## src/verilog/dcc_pkg.sv

```systemverilog
// Register map, field positions and reset values of the dual comparator control
package dcc_pkg;
    localparam int         DATA_W         = 32;
    localparam int         ADDR_W         = 12;
    localparam int         REG_W          = 8;
    localparam int         PIN_W          = 6;
    // Register indices; byte address is four times the index
    localparam logic [9:0] IDX_PORT_PINS  = 10'h005;
    localparam logic [9:0] IDX_GLOBAL_IRQ = 10'h00b;
    localparam logic [9:0] IDX_FLAGS_TWO  = 10'h00d;
    localparam logic [9:0] IDX_PORT_DIR   = 10'h085;
    localparam logic [9:0] IDX_ENABLES    = 10'h08d;
    localparam logic [9:0] IDX_CMP_CTRL   = 10'h09c;
    // Comparator control, interrupt enable, change flag and port pin field positions
    localparam int         SECOND_RESULT  = 7;
    localparam int         FIRST_RESULT   = 6;
    localparam int         SECOND_INVERT  = 5;
    localparam int         FIRST_INVERT   = 4;
    localparam int         INPUT_SWITCH   = 3;
    localparam int         MODE_MSB       = 2;
    localparam int         GLOBAL_EN_BIT  = 7;
    localparam int         PERIPH_EN_BIT  = 6;
    localparam int         CHANGE_BIT     = 6;
    localparam int         OUT_PIN_ONE    = 4;
    localparam int         OUT_PIN_TWO    = 5;
    // Reset values
    localparam logic [7:0] RST_CMP_CTRL   = 8'h07;
    localparam logic [5:0] RST_PORT_DIR   = 6'h3f;
    localparam logic [7:0] RST_GLOBAL_IRQ = 8'h00;
    localparam logic [7:0] RST_ENABLES    = 8'h00;
    localparam logic [5:0] RST_PORT_DATA  = 6'h00;
    // Modes
    localparam logic [2:0] MODE_REF       = 3'h6;
    localparam logic [2:0] MODE_OFF       = 3'h7;
    localparam logic [7:0] OUT_MODE_MASK  = 8'h28;
endpackage : dcc_pkg

```

## src/verilog/dcc_sync.sv

```systemverilog
// Three-stage synchroniser; output follows once stages two and three agree
`timescale 1ns/1ps
`default_nettype none
module dcc_sync #(
    parameter int W = 1
) (
    input  wire logic         clk,
    input  wire logic         rst,
    input  wire logic [W-1:0] async,
    output var  logic [W-1:0] sync
);
    logic [W-1:0] stage1;
    logic [W-1:0] stage2;
    logic [W-1:0] stage3;
    logic [W-1:0] next_sync;

    always_comb begin
        for (int i = 0; i < W; i++) begin
            next_sync[i] = (stage2[i] == stage3[i]) ? stage3[i] : sync[i];
        end
    end

    always_ff @(posedge clk or posedge rst) begin
        if (rst) begin
            stage1 <= '0;
            stage2 <= '0;
            stage3 <= '0;
            sync   <= '0;
        end else begin
            stage1 <= async;
            stage2 <= stage1;
            stage3 <= stage2;
            sync   <= next_sync;
        end
    end
endmodule : dcc_sync
`default_nettype wire

```

## src/verilog/dcc_top.sv

```systemverilog
// APB control and status logic of a dual analog comparator unit
//
// The APB slave port was decided locally.
`timescale 1ns/1ps
`default_nettype none
//
// Contract
// - Bit 7 reads second comparator result, plus above minus gives 1, inverted on request.
// - Bit 6 reads first comparator result under its own inversion bit.
// - Bits 5 and 4 invert second and first results when set.
// - In mode 110 input switch selects minus inputs: 1 lines 3/2, 0 lines 0/1.
// - Low three bits hold the mode; direction register governs pin drivers.
// - Mode 110 feeds internal reference to both plus inputs.
// - Result bits are read-only; other control fields are writable.
// - Output modes route comparator results to port lines four and five.
// - Direction bits still enable or disable drivers of lines four and five.
// - Any change of either result sets the change flag.
// - Flag clears only by writing 0; writing 1 sets it.
// - Request only with all three enables set; flag sets regardless.
// - Mismatch keeps setting flag until a control register access ends it.
// - A change during a control read still sets the flag; it is never missed.
// - Comparators and their interrupt keep working in Sleep and can wake.
// - Sleep and wake leave the control register unchanged.
// - Every reset loads control register with 0x07, comparators off.
// - Analog-input pins read as 0 from the port register.
module dcc_top
    import dcc_pkg::*;
#(
    parameter logic [7:0] outModeMask = OUT_MODE_MASK
) (
    input  wire logic                       clk,
    input  wire logic                       rst,
    input  wire logic                       psel,
    input  wire logic                       penable,
    input  wire logic                       pwrite,
    input  wire logic [dcc_pkg::ADDR_W-1:0] paddr,
    input  wire logic [dcc_pkg::DATA_W-1:0] pwdata,
    output var  logic [dcc_pkg::DATA_W-1:0] prdata,
    output var  logic                       pready,
    output var  logic                       pslverr,
    input  wire logic                       firstRaw,
    input  wire logic                       secondRaw,
    input  wire logic [dcc_pkg::PIN_W-1:0]  pinIn,
    output var  logic [dcc_pkg::PIN_W-1:0]  pinOut,
    output var  logic [dcc_pkg::PIN_W-1:0]  pinDriveN,
    output var  logic                       refToPlus,
    output var  logic                       minusSwitch,
    output var  logic                       comparatorsOff,
    output var  logic [2:0]                 comparatorMode,
    output var  logic                       irqRequest,
    output var  logic                       wakeRequest
);
    import dcc_pkg::*;

    // ********************************************************************
    // Synchronisers
    // ********************************************************************
    logic [1:0]       resultSync;
    logic [PIN_W-1:0] pinSync;

    dcc_sync #(.W(2)) u_result_sync (
        .clk   (clk),
        .rst   (rst),
        .async ({secondRaw, firstRaw}),
        .sync  (resultSync)
    );

    dcc_sync #(.W(PIN_W)) u_pin_sync (
        .clk   (clk),
        .rst   (rst),
        .async (pinIn),
        .sync  (pinSync)
    );

    // ********************************************************************
    // Register state
    // ********************************************************************
    logic [5:0]       cmpCtrl;
    logic [5:0]       portDirection;
    logic [5:0]       portData;
    logic [7:0]       globalControl;
    logic [7:0]       enablesTwo;
    logic             changeFlag;
    logic [1:0]       resultLatch;
    logic [5:0]       next_cmpCtrl;
    logic [5:0]       next_portDirection;
    logic [5:0]       next_portData;
    logic [7:0]       next_globalControl;
    logic [7:0]       next_enablesTwo;
    logic             next_changeFlag;
    logic [1:0]       next_resultLatch;

    logic             secondInvert;
    logic             firstInvert;
    logic             inputSwitch;
    logic [2:0]       comparatorModeField;
    logic [1:0]       resultNow;
    logic             mismatch;
    logic             outMode;
    logic [3:0]       analogMask;

    assign secondInvert        = cmpCtrl[SECOND_INVERT];
    assign firstInvert         = cmpCtrl[FIRST_INVERT];
    assign inputSwitch         = cmpCtrl[INPUT_SWITCH];
    assign comparatorModeField = cmpCtrl[MODE_MSB:0];
    // Polarity applied before read-back and change detection
    assign resultNow = {resultSync[1] ^ secondInvert,
                        resultSync[0] ^ firstInvert};
    assign mismatch  = (resultNow != resultLatch);
    assign outMode   = outModeMask[comparatorModeField];
    // Every mode except off claims lines zero to three as analog
    assign analogMask = (comparatorModeField == MODE_OFF) ? 4'h0 : 4'hf;

    // ********************************************************************
    // APB decode
    // ********************************************************************
    logic [9:0] regIndex;
    logic       aligned;
    logic       hitCtrl;
    logic       hitMapped;
    logic       setupPhase;
    logic       accessDone;
    logic       writeDone;

    assign regIndex   = paddr[11:2];
    assign aligned    = (paddr[1:0] == 2'h0);
    assign hitCtrl    = aligned && (regIndex == IDX_CMP_CTRL);
    assign hitMapped  = aligned && (regIndex == IDX_PORT_PINS ||
                                    regIndex == IDX_GLOBAL_IRQ ||
                                    regIndex == IDX_FLAGS_TWO ||
                                    regIndex == IDX_PORT_DIR ||
                                    regIndex == IDX_ENABLES ||
                                    regIndex == IDX_CMP_CTRL);
    assign setupPhase = psel && !penable;
    assign accessDone = psel && penable && pready;
    assign writeDone  = accessDone && pwrite && hitMapped;

    // ********************************************************************
    // Register next state
    // ********************************************************************
    always_comb begin
        next_cmpCtrl       = cmpCtrl;
        next_portDirection = portDirection;
        next_portData      = portData;
        next_globalControl = globalControl;
        next_enablesTwo    = enablesTwo;
        next_resultLatch   = resultLatch;
        next_changeFlag    = changeFlag;
        if (writeDone) begin
            case (regIndex)
                IDX_CMP_CTRL:   next_cmpCtrl       = pwdata[5:0];
                IDX_PORT_DIR:   next_portDirection = pwdata[5:0];
                IDX_PORT_PINS:  next_portData      = pwdata[5:0];
                IDX_GLOBAL_IRQ: next_globalControl = pwdata[7:0];
                IDX_ENABLES:    next_enablesTwo    = pwdata[7:0];
                IDX_FLAGS_TWO:  next_changeFlag    = pwdata[CHANGE_BIT];
                default:        next_changeFlag    = changeFlag;
            endcase
        end
        // Any access of the control register ends the mismatch
        if (accessDone && hitCtrl) begin
            next_resultLatch = resultNow;
        end
        // Hardware set wins over a software clear
        if (mismatch) begin
            next_changeFlag = 1'b1;
        end
    end

    // Sleep is not seen here: state holds across it unchanged
    always_ff @(posedge clk or posedge rst) begin
        if (rst) begin
            cmpCtrl       <= RST_CMP_CTRL[5:0];
            portDirection <= RST_PORT_DIR;
            portData      <= RST_PORT_DATA;
            globalControl <= RST_GLOBAL_IRQ;
            enablesTwo    <= RST_ENABLES;
            resultLatch   <= 2'h0;
            changeFlag    <= 1'b0;
        end else begin
            cmpCtrl       <= next_cmpCtrl;
            portDirection <= next_portDirection;
            portData      <= next_portData;
            globalControl <= next_globalControl;
            enablesTwo    <= next_enablesTwo;
            resultLatch   <= next_resultLatch;
            changeFlag    <= next_changeFlag;
        end
    end

    // ********************************************************************
    // APB answer
    // ********************************************************************
    logic [DATA_W-1:0] next_prdata;
    logic              next_pready;
    logic              next_pslverr;
    logic [7:0]        readByte;

    always_comb begin
        readByte = 8'h00;
        case (regIndex)
            IDX_CMP_CTRL:   readByte = {resultNow, cmpCtrl};
            IDX_PORT_DIR:   readByte = {2'h0, portDirection};
            IDX_PORT_PINS:  readByte = {2'h0, pinSync[5:4],
                                        pinSync[3:0] & ~analogMask};
            IDX_GLOBAL_IRQ: readByte = globalControl;
            IDX_ENABLES:    readByte = enablesTwo;
            IDX_FLAGS_TWO:  readByte = {1'b0, changeFlag, 6'h00};
            default:        readByte = 8'h00;
        endcase
        next_pready  = setupPhase && !pready;
        next_pslverr = setupPhase && !pready && !hitMapped;
        next_prdata  = prdata;
        if (setupPhase && !pready) begin
            next_prdata = (hitMapped && !pwrite) ? {24'h000000, readByte} : '0;
        end
    end

    always_ff @(posedge clk or posedge rst) begin
        if (rst) begin
            prdata  <= '0;
            pready  <= 1'b0;
            pslverr <= 1'b0;
        end else begin
            prdata  <= next_prdata;
            pready  <= next_pready;
            pslverr <= next_pslverr;
        end
    end

    // ********************************************************************
    // Pins, analog steering and interrupt outputs
    // ********************************************************************
    logic [PIN_W-1:0] next_pinOut;
    logic             next_irqRequest;
    logic             next_wakeRequest;

    always_comb begin
        next_pinOut = portData;
        if (outMode) begin
            // Raw comparator level, not the synchronised copy
            next_pinOut[OUT_PIN_ONE] = firstRaw ^ firstInvert;
            next_pinOut[OUT_PIN_TWO] = secondRaw ^ secondInvert;
        end
        next_irqRequest  = changeFlag && enablesTwo[CHANGE_BIT] &&
                           globalControl[PERIPH_EN_BIT] &&
                           globalControl[GLOBAL_EN_BIT];
        next_wakeRequest = changeFlag && enablesTwo[CHANGE_BIT];
    end

    always_ff @(posedge clk or posedge rst) begin
        if (rst) begin
            pinOut         <= '0;
            pinDriveN      <= RST_PORT_DIR;
            refToPlus      <= 1'b0;
            minusSwitch    <= 1'b0;
            comparatorsOff <= 1'b1;
            comparatorMode <= MODE_OFF;
            irqRequest     <= 1'b0;
            wakeRequest    <= 1'b0;
        end else begin
            pinOut         <= next_pinOut;
            pinDriveN      <= portDirection;
            refToPlus      <= (comparatorModeField == MODE_REF);
            minusSwitch    <= (comparatorModeField == MODE_REF) && inputSwitch;
            comparatorsOff <= (comparatorModeField == MODE_OFF);
            comparatorMode <= comparatorModeField;
            irqRequest     <= next_irqRequest;
            wakeRequest    <= next_wakeRequest;
        end
    end
endmodule : dcc_top
`default_nettype wire
```

## config.mk

```make
export PLATFORM = sky130hd
export DESIGN_NAME = dcc_top
export DESIGN_NICKNAME = d
export VERILOG_FILES = /design/src/verilog/dcc_pkg.sv /design/src/verilog/dcc_sync.sv /design/src/verilog/dcc_top.sv
export SDC_FILE = /design/constraint.sdc
export NUM_CORES = 1
export LEC_CHECK = 0
export BUFFER_PORTS_ARGS = -buffer_cell sky130_fd_sc_hd__buf_2
export CORE_MARGIN = 3
export CORE_UTILIZATION = 45
export CTS_BUF_LIST = sky130_fd_sc_hd__clkbuf_4
export DETAILED_ROUTE_END_ITERATION = 16
export PLACE_DENSITY = 0.83
export SYNTH_ARGS = -nofsm -noshare
export SYNTH_HDL_FRONTEND = slang
export SYNTH_SLANG_ARGS = --single-unit
```

## constraint.sdc

```tcl
create_clock -name clk -period 3.6 [get_ports clk]
set_clock_uncertainty 0.15 [all_clocks]
set_input_delay 0.36 -clock clk [delete_from_list [all_inputs] [get_ports clk]]
set_output_delay 0.36 -clock clk [all_outputs]
set_load 0.005 [all_outputs]
```

==> impl_metrics.ini, run 1 <==
[timing]
period_needed_ns = 2.29
slew_viol_final = 0
worst_pin_slew_ns = 0.994
slew_headroom = 0.337
finalSetupViolCount = 0
setup_tns_ns = 0
max_clock_freq_mhz = 437
grt_setup_unrepaired = false
hold_viol_final = 0
fin_crit_sh = 0.635

[floorplanning]
num_rows = 33
die-width_microns = 99.5
start_util = 0.472
die_area_sq_mm = 0.00991
ioPinCount = 111
design.core.area_sq_mm = 0.00834
fp.dieH_microns = 99.5

[grt]
grt_pass1_wl_mm = 12.2
grt_usage = 0.159
grt_pass1_vias = 2446
grt-ovfl-total = 0
grt_antenna_before_repair = 0
grt_max_degree = 63

[flow_run]
cap_violations = 0

[setup_path]
critPathSlowestCell = nor3_2
r2r-start = pready
worst-setup-path-type = register to register
cpPeakStageDelay_ns = 0.74
end_kind = register
cp.arrival_ns = 2.49
setup.reg_to_reg.worst_slack_ns = 1.31
crit_path_start_kind = register
crit_chain = and3_1 > nand3_1 > nor3_2 > mux2_2
cp_data_required_time_ns = 3.80
reg2regPathDepth = 4
crit_fanout = 8
r2r-end = enablesTwo[4]

[logic_synthesis]
ys_async_sr_fraction = 1.00
yosys_warnings = 0
synth_edf_count = 0
ys_types = 43
yosys.area_share.simple = 0.0963
ys_seq_elements = 99
syn_area_per_cell_sq_um = 14.0
synth_top_family_by_area = multiplexers
synthMuxAreaShare = 0.124
synthAdderAreaFrac = 0.0203
synth_compound_area_frac = 0.0505
synth_area_sq_mm = 0.00394
synth_ff_type = dfrtp_1
ys_seq_area_frac = 0.635
netlist_instances = 282
synth-xor-area-share = 0.0156

[finish]
diodes = 0
finalInstanceArea_sq_mm = 0.00454
fin_nets = 420
drive_gt1_frac = 0.399
final_util = 0.544
area_growth_pct = 15.3
nFillCells = 711

[power]
p_sw_frac = 0.262
leakagePower_uw = 0.00221
power_density_mw_per_mm2 = 402
combPwrFrac = 0.058
p_clk_frac = 0.312
irDropWorstVdd_uv = 267
power_switching_uw = 478
p_int_uw = 1350
power_frac_seq = 0.630

[placed_design]
dp_hpwl_mm = 5.54
placed_area_sq_mm = 0.00427
port-buffer-count = 62
gp_congestion = 0.910

[drt]
post_drt_wl_per_cell_microns = 15.7
via_count = 2413
via_per_inst = 5.10
dr.pass1.iters = 4
first_iter_violations = 97
drc_errors = 0
ant_nets = 0
wirelength_mm = 7.44

[hold_path]
hp-class = input pin to register
hold_path_end = portData[5]
hp-start = pwdata[5]
worstHoldPathCells = 2

[clock_network]
htreeDepth = 3
cts_buffer_depth = 2
cts.sinks = 99
tritoncts = yes
clkTransAtPathRegs_ns = 0.16
clkLatencyLatePin_ns = 0.46
cts-buffers-inserted = 9
cts.repair.resized = 0
clockRootBuffer = clkbuf_4

[outcome]
status = finished, final reports clean
[area by class of cell]
cell class | instances | area (sq um) | share of cell area
clock inverters | 7 | 76.3 | 0.0168
well taps | 105 | 131 | 0.0289
repair buffers | 76 | 445 | 0.0982
multi-input cells | 172 | 1300 | 0.286
flip-flops and latches | 99 | 2500 | 0.551
clock buffers | 9 | 67.6 | 0.0149
inverters | 5 | 20.0 | 0.00441
[layout by cell type (no fill, tap or decap), types with 3 or more instances in the layout]
cell	count
dfrtp_1	80
buf_2	62
mux2_2	29
conb_1	24
nand2_1	22
dfstp_2	19
dlygate4sd3_1	12
nor2_1	11
o21ai_0	11
clkbuf_4	9
maj3_1	8
mux2i_1	7
a221oi_1	7
nand3_1	6
mux2_4	6
inv_1	4
xnor2_1	4
and3_1	3
o32ai_1	3
xor2_1	3
inv_8	3
[power groups by stage]
stage                     sequential (uW)  clock [uW]  combinational, uW
after floorplan                      1170           0               73.5
after global placement               1170           0               93.2
after detailed placement             1170           0               96.9
after CTS                            1150         590                106
after global routing                 1150         644                121
final                                1150         570                106
[logic make-up after synthesis]
family | after synthesis
compound gates | 29
xor+xnor | 7
fa+ha+maj | 8
buf+inv | 34
flops | 99
mux | 42
other cells | 1
simple gates | 62
[sequential cells by signal (all words and copies together), names as in the netlist, 2 cells and up]
signal / count
u_pin_sync.sync: 6
u_result_sync.stage3: 2
pinDriveN: 6
u_pin_sync.stage2: 6
u_result_sync.stage2: 2
pinOut: 6
u_result_sync.sync: 2
u_pin_sync.stage1: 6
portData: 6
resultLatch: 2
portDirection: 6
comparatorMode: 3
prdata: 8
enablesTwo: 8
u_pin_sync.stage3: 6
cmpCtrl: 6
globalControl: 8
u_result_sync.stage1: 2
[stage by stage]
stage / hold WS, ns / worst slack, ns / instances / power, uW
after detailed placement: 0.186 / 1.10 / 445 / 1270
after global routing: 0.0145 / 1.22 / 473 / 1920
after floorplan: 0.181 / 0.531 / 305 / 1240
after CTS: 0.00373 / 1.32 / 472 / 1850
final: 0.0414 / 1.31 / 473 / 1830
after global placement: 0.183 / 1.18 / 445 / 1260
[Yosys cell counts (all sizes together) (2+ instances only)]
master   count  area share
a21oi        2      0.0025
a221oi       7       0.016
a2bb2oi      2      0.0044
and2         4      0.0067
and3         3      0.0048
buf         26       0.050
clkbuf       3      0.0032
dfrtp       80        0.51
dfstp       19        0.13
inv          5      0.0048
maj3         8       0.020
mux2        35        0.11
mux2i        7       0.018
nand2       23       0.024
nand3        6      0.0076
nand4        2      0.0032
nor2        12       0.012
nor3         3      0.0092
nor4         2      0.0032
nor4b        4       0.018
o21ai       12       0.015
o32ai        3      0.0067
xnor2        4      0.0089
xor2         3      0.0067
[routing by layer]
| layer | part of all wire | wire length (microns) | track usage | up-vias |
|---|---|---|---|---|
| li1 | - | - | - | 1118 |
| met1 | 0.40 | 3000 | 0.191 | 1198 |
| met2 | 0.51 | 3830 | 0.267 | 85 |
| met3 | 0.064 | 478 | 0.0491 | 12 |
| met4 | 0.018 | 136 | 0.0609 | 0 |
| met5 | 0 | 0 | 0 | - |
[worst max-delay path by stage]
stage	to	depth (start not counted)	slack (ns)	startpoint
floorplan	changeFlag	1	0.53	rst
global route	enablesTwo[4]	4	1.22	pready
CTS	enablesTwo[2]	4	1.32	pready
finish	enablesTwo[4]	4	1.31	pready
global placement	resultLatch[0]	5	1.18	paddr[7]
detailed placement	enablesTwo[2]	5	1.10	paddr[3]
[worst max-delay path: cells and delay by family, from the launching register on]
kind             cells  cell delay, ns
DFF                  1            0.38
and+or+nand+nor      3            1.24
muxes                1            0.42
[repair_timing]
item	4_1_cts	5_1_grt
hold buffers	11	1
buffers inserted	0	0
hold endpoints to repair	57	1
setup endpoints to repair	0	0
Note: power is estimated with default switching activity, not from simulation.
==> run 2, diff against run 1 <==
--- a/config.mk
+++ b/config.mk
@@ -5,12 +5,13 @@
 export SDC_FILE = /design/constraint.sdc
 export NUM_CORES = 1
 export LEC_CHECK = 0
+export ABC_AREA = 1
 export BUFFER_PORTS_ARGS = -buffer_cell sky130_fd_sc_hd__buf_2
 export CORE_MARGIN = 3
 export CORE_UTILIZATION = 45
 export CTS_BUF_LIST = sky130_fd_sc_hd__clkbuf_4
 export DETAILED_ROUTE_END_ITERATION = 16
-export PLACE_DENSITY = 0.83
+export PLACE_DENSITY = 0.82
 export SYNTH_ARGS = -nofsm -noshare
 export SYNTH_HDL_FRONTEND = slang
 export SYNTH_SLANG_ARGS = --single-unit
==> constraint.sdc (replaced) <==
create_clock -name clk -period 2.3 [get_ports clk]
set_clock_uncertainty 0.15 [all_clocks]
set_input_delay 0.23 -clock clk [delete_from_list [all_inputs] [get_ports clk]]
set_output_delay 0.23 -clock clk [all_outputs]
set_load 0.005 [all_outputs]
==> run 2 against run 1 <==
Net effect: first-iteration DRC count grew 53%; combinational power grew 73%; critical path depth grew 5; clock-buffer cell count is the same; sequential share of layout area shrank 3.0 points; register-to-register slack lost 0.93 ns; synthesized area grew 4.5%; final cell count grew 30%; sequential power grew 57%; cell area grew 5.8%.
==> impl_metrics.ini, run 2 <==
[setup_path]
crit_fanout = 5
crit_path_start_kind = register
worst-setup-path-type = register to register
end_kind = register
setup.reg_to_reg.worst_slack_ns = 0.39
reg2regPathDepth = 9
cp.arrival_ns = 2.13
cp_data_required_time_ns = 2.52
r2r-end = prdata[3]
r2r-start = cmpCtrl[2]

[grt]
grt_antenna_before_repair = 0
grt_max_degree = 100
grt_usage = 0.164
grt-ovfl-total = 0
grt_pass1_vias = 2873
grt_pass1_wl_mm = 13.2

[drt]
via_per_inst = 4.77
dr.pass1.iters = 4
via_count = 2942
post_drt_wl_per_cell_microns = 13.1
drc_errors = 0
first_iter_violations = 148
ant_nets = 0
wirelength_mm = 8.09

[timing]
grt_setup_unrepaired = false
hold_viol_final = 0
setup_tns_ns = 0
period_needed_ns = 1.91
max_clock_freq_mhz = 523
finalSetupViolCount = 0
slew_viol_final = 0
fin_crit_sh = 0.832

[finish]
layout_commonest_cell = nand2_1
largest_registers = enablesTwo x8, globalControl x8, prdata x8
layoutNonFillerInstCount = 617
fin_nets = 561
area_growth_pct = 16.7
drive_gt1_frac = 0.240
nFillCells = 764
diodes = 0
layout_common_cells = nand2_1, dfrtp_1, buf_2

[placed_design]
placedCellCount = 579
dp_hpwl_mm = 5.70
gp_congestion = 0.928
port-buffer-count = 62

[logic_synthesis]
yosysTopAreaCell = dfrtp_1
synth_area_leaders = dfrtp_1, dfstp_2, nand2_1
synth_commonest_cells = nand2_1, dfrtp_1, nor2_1
synth_ff_type = dfrtp_1
ys_seq_elements = 99
synth.most_common_cell = nand2_1
netlist_instances = 412
ys_types = 33
ys_async_sr_fraction = 1.00
synth_edf_count = 0
synth_top_area_share = 0.486
ys_seq_area_frac = 0.608
synth_area_sq_mm = 0.00412
yosys_warnings = 0
syn_area_per_cell_sq_um = 9.99

[floorplanning]
ioPinCount = 111
num_rows = 34
die_area_sq_mm = 0.0103
design.core.area_sq_mm = 0.00881
fp.dieH_microns = 102
die-width_microns = 102
start_util = 0.467

[clock_network]
clkLatencyLatePin_ns = 0.44
tritoncts = yes
clockRootBuffer = clkbuf_4
cts_buffer_depth = 2
htreeDepth = 3
cts.sinks = 99
cts_setup_buffers = 0
cts-buffers-inserted = 9
clkTransAtPathRegs_ns = 0.15

[power]
irDropWorstVdd_uv = 369
p_sw_frac = 0.255
leakagePower_uw = 0.00235
combPwrFrac = 0.066
power_density_mw_per_mm2 = 582
p_clk_frac = 0.290
power_switching_uw = 712
p_int_uw = 2080
power_frac_seq = 0.644

[hold_path]
hp-start = paddr[0]
hp-class = input pin to register
hold_path_end = resultLatch[0]
worstHoldPathCells = 4

[outcome]
status = finished, final reports clean

[flow_run]
cap_violations = 0
[run 2: changes by cell type in the layout (fill, tap and decap cells not counted), moves of 10 or more]
cell | previous run | this run
nand2_1 | 22 | 101
o21ai_1 | 1 | 34
mux2_2 | 29 | 0
inv_1 | 4 | 29
nor2_1 | 11 | 35
nand3_1 | 6 | 27
dlygate4sd3_1 | 12 | 22
[run 2: layout make-up]
class | count | area (sq um) | share of cell area
Sequential cell | 99 | 2500 | 0.521
Multi-Input combinational cell | 273 | 1340 | 0.279
Timing Repair Buffer | 90 | 588 | 0.122
Tap cell | 108 | 135 | 0.0281
Inverter | 31 | 120 | 0.0250
Clock buffer | 9 | 67.6 | 0.0141
Clock inverter | 7 | 50.0 | 0.0104
[run 2: per-layer routing]
metal | GRT usage | wire length (microns)
met2 | 0.267 | 4000
met1 | 0.208 | 3470
met3 | 0.0441 | 414
met5 | 0 | 0
met4 | 0.0675 | 208
[run 2: worst max-delay path, stage by stage, from the launching register on]
cell	delay [ns]
dfstp_2	0.60
nand2_1	0.11
nor2_1	0.33
nand2_1	0.10
nand3b_1	0.18
nand3_1	0.08
nor2_1	0.06
nor2_1	0.10
nand2_1	0.06
nand2_1	0.06
[run 2: what timing repair did]
action	in CTS	in global routing
gates resized for setup	0	0
hold endpoints to repair	133	0
hold buffers	22	0
[run 2: how the worst max path moves through the flow]
| stage | from | to | depth (start not counted) |
|---|---|---|---|
| after floorplan | pready | cmpCtrl[3] | 7 |
| after global placement | paddr[11] | portData[3] | 9 |
| after detailed placement | paddr[11] | portData[0] | 9 |
| after CTS | paddr[1] | portData[3] | 7 |
| after global routing | cmpCtrl[2] | prdata[3] | 9 |
| final | cmpCtrl[2] | prdata[3] | 9 |
[run 2: through the flow]
stage               hold slack (ns)  utilization  total power (uW)  setup slack (ns)  instance area, sq um
finish                       0.0442        0.545              2790             0.386                  4800
global route                 0.0396        0.545              2920             0.266                  4800
CTS                          0.0185        0.545              2810             0.402                  4800
detailed placement            0.187        0.507              1990             0.304                  4460
global placement              0.183        0.507              1980             0.368                  4460
floorplan                     0.111            -              1940             0.615                  4210
[run 2: cell families (layout without fill, tap and decap cells)]
logic type | after synthesis | count (layout) | share of synthesized area
and+or+nand+nor | 193 | 193 | 0.219
DFF | 99 | 99 | 0.608
buffers and inverters | 63 | 137 | 0.0879
AOI/OAI and AO/OA | 42 | 42 | 0.0520
adders and majority gates | 8 | 8 | 0.0195
xor gates and xnor gates | 6 | 6 | 0.0128
other | 1 | 24 | 0.000911
[run 2: power groups by stage]
stage,Sequential (uW),Clock [uW],Combinational (uW)
2_1_floorplan,1820,0,120
4_1_cts,1800,828,184
3_3_place_gp,1830,0,152
6_report,1800,811,183
5_1_grt,1800,903,209
3_5_place_dp,1830,0,155
==> run 3, diff against run 2 <==
==> constraint.sdc (replaced) <==
create_clock -name clk -period 1.89 [get_ports clk]
set_clock_uncertainty 0.15 [all_clocks]
set_input_delay 0.189 -clock clk [delete_from_list [all_inputs] [get_ports clk]]
set_output_delay 0.189 -clock clk [all_outputs]
set_load 0.005 [all_outputs]
==> run 3 against run 2 <==
Net effect: die area did not move; setup slack got worse by 0.30 ns; sequential power rose by 22%; sequential share of layout area fell by 1.6 points; critical path depth fell by 1; cell area rose by 3.2%; power rose by 32%; combinational power rose by 25%; final cell count rose by 1.8%; hold slack improved by 0.035 ns; via count rose by 3.6%; non-clock buffer count rose by 11; critical path type is now input pin to register; critical endpoint is now prdata[7]; largest power group unchanged.
==> impl_metrics.ini, run 3 (same netlist as run 2, synthesis figures left out) <==
[outcome]
status = finished, final reports clean

[grt]
grt_pass1_vias = 2903
grt_pass1_wl_mm = 13.9
grt_antenna_before_repair = 0
grt_usage = 0.173
grt_max_degree = 100
grt-ovfl-total = 0

[clock_network]
clockRootBuffer = clkbuf_4
cts-buffers-inserted = 9
cts.sinks = 99
cts_buffer_depth = 2
clkLatencyLatePin_ns = 0.44
clkTransAtPathRegs_ns = 0.15
htreeDepth = 3
tritoncts = yes

[floorplanning]
num_rows = 34
design.core.area_sq_mm = 0.00881
die_area_sq_mm = 0.0103
ioPinCount = 111
start_util = 0.467
die-width_microns = 102
fp.dieH_microns = 102

[hold_path]
hold_path_end = prdata[6]
hp-start = psel
hp-class = input pin to register
worstHoldPathCells = 7

[finish]
final_util = 0.562
diodes = 0
layout_commonest_cell = nand2_1
drive_gt1_frac = 0.260
largest_registers = enablesTwo x8, globalControl x8, prdata x8
area_growth_pct = 20.3
finalInstanceArea_sq_mm = 0.00495
fin_nets = 572
layout_common_cells = nand2_1, dfrtp_1, buf_2

[timing]
slew_viol_final = 0
max_clock_freq_mhz = 556
finalSetupViolCount = 0
grt_setup_unrepaired = false
hold_viol_final = 0
period_needed_ns = 1.80
setup_tns_ns = 0
fin_crit_sh = 0.952

[drt]
wirelength_mm = 8.48
via_count = 3049
drc_errors = 0
first_iter_violations = 183
dr.pass1.iters = 4
ant_nets = 0
via_per_inst = 4.86
post_drt_wl_per_cell_microns = 13.5

[power]
power_density_mw_per_mm2 = 742
leakagePower_uw = 0.00244
finalPower_uw = 3680
irDropWorstVdd_uv = 320

[setup_path]
r2r-end = prdata[3]
worst-setup-path-type = input pin to register
end_kind = register
r2r-start = cmpCtrl[1]
reg2regPathDepth = 9
cp_data_required_time_ns = 2.13
crit_fanout = 8
setup.reg_to_reg.worst_slack_ns = 0.13
cp.arrival_ns = 2.04
crit_path_start_kind = input pin

[placed_design]
gp_congestion = 0.901
dp_hpwl_mm = 5.93
placed_area_sq_mm = 0.00454
port-buffer-count = 62

[flow_run]
cap_violations = 0
[run 3: cell count changes in the layout (fill, tap and decap cells not counted), sizes merged]
cell      change
buf          +11
bufinv        +2
clkinv        -1
clkinvlp      -1
[run 3: power by group]
group | internal [uW] | switching (uW) | total [uW]
clock | 546 | 712 | 1260
sequential | 2170 | 22.7 | 2190
combinational | 92.8 | 136 | 229
total | 2810 | 870 | 3680
[run 3: critical path: stages]
cell and delay, ns:
dlygate4sd3_1 0.54, buf_2 0.12, nor2_1 0.11, dlygate4sd3_1 0.62
nand2_1 0.11, nor2_4 0.17, nand2_1 0.09, nand2_1 0.07
[run 3: stage by stage]
| step | std cells | hold slack [ns] | setup WS, ns |
|---|---|---|---|
| 2_1_floorplan | 435 | 0.0704 | 0.205 |
| 3_3_place_gp | 587 | 0.146 | 0.0617 |
| 3_5_place_dp | 587 | 0.148 | -0.0109 |
| 4_1_cts | 625 | 0.0387 | 0.0585 |
| 5_1_grt | 628 | 0.104 | 0.0140 |
| 6_report | 628 | 0.0792 | 0.0900 |
[run 3: timing repair]
item | 4_1_cts | 5_1_grt
endpoints found under the hold margin | 137 | 0
pin swaps | 0 | 1
resized for setup | 1 | 1
buffers inserted | 0 | 3
hold buffers | 22 | 0
endpoints found under the setup margin | 1 | 2
[run 3: worst max-delay path by stage]
stage / startpoint / to / cells past startpoint
finish: paddr[1] / prdata[7] / 8
global route: cmpCtrl[1] / prdata[3] / 9
CTS: cmpCtrl[1] / prdata[3] / 9
detailed placement: paddr[11] / portData[3] / 9
global placement: cmpCtrl[2] / prdata[3] / 9
floorplan: pready / cmpCtrl[3] / 7
[run 3: final cells by class]
cell class / count / area, sq um
Tap cell: 108 / 135
Inverter: 31 / 120
Clock inverter: 7 / 98.8
Timing Repair Buffer: 101 / 683
Multi-Input combinational cell: 273 / 1350
Fill cell: 762 / 3850
Sequential cell: 99 / 2500
Clock buffer: 9 / 67.6
[run 3: metal layers]
metal	global-route usage	share of wire	vias up	wire length (microns)
met3	0.0296	0.046	21	390
met4	0.0992	0.029	0	249
met2	0.276	0.50	83	4250
li1	-	-	1478	-
met1	0.224	0.42	1467	3590
met5	0	0	-	0
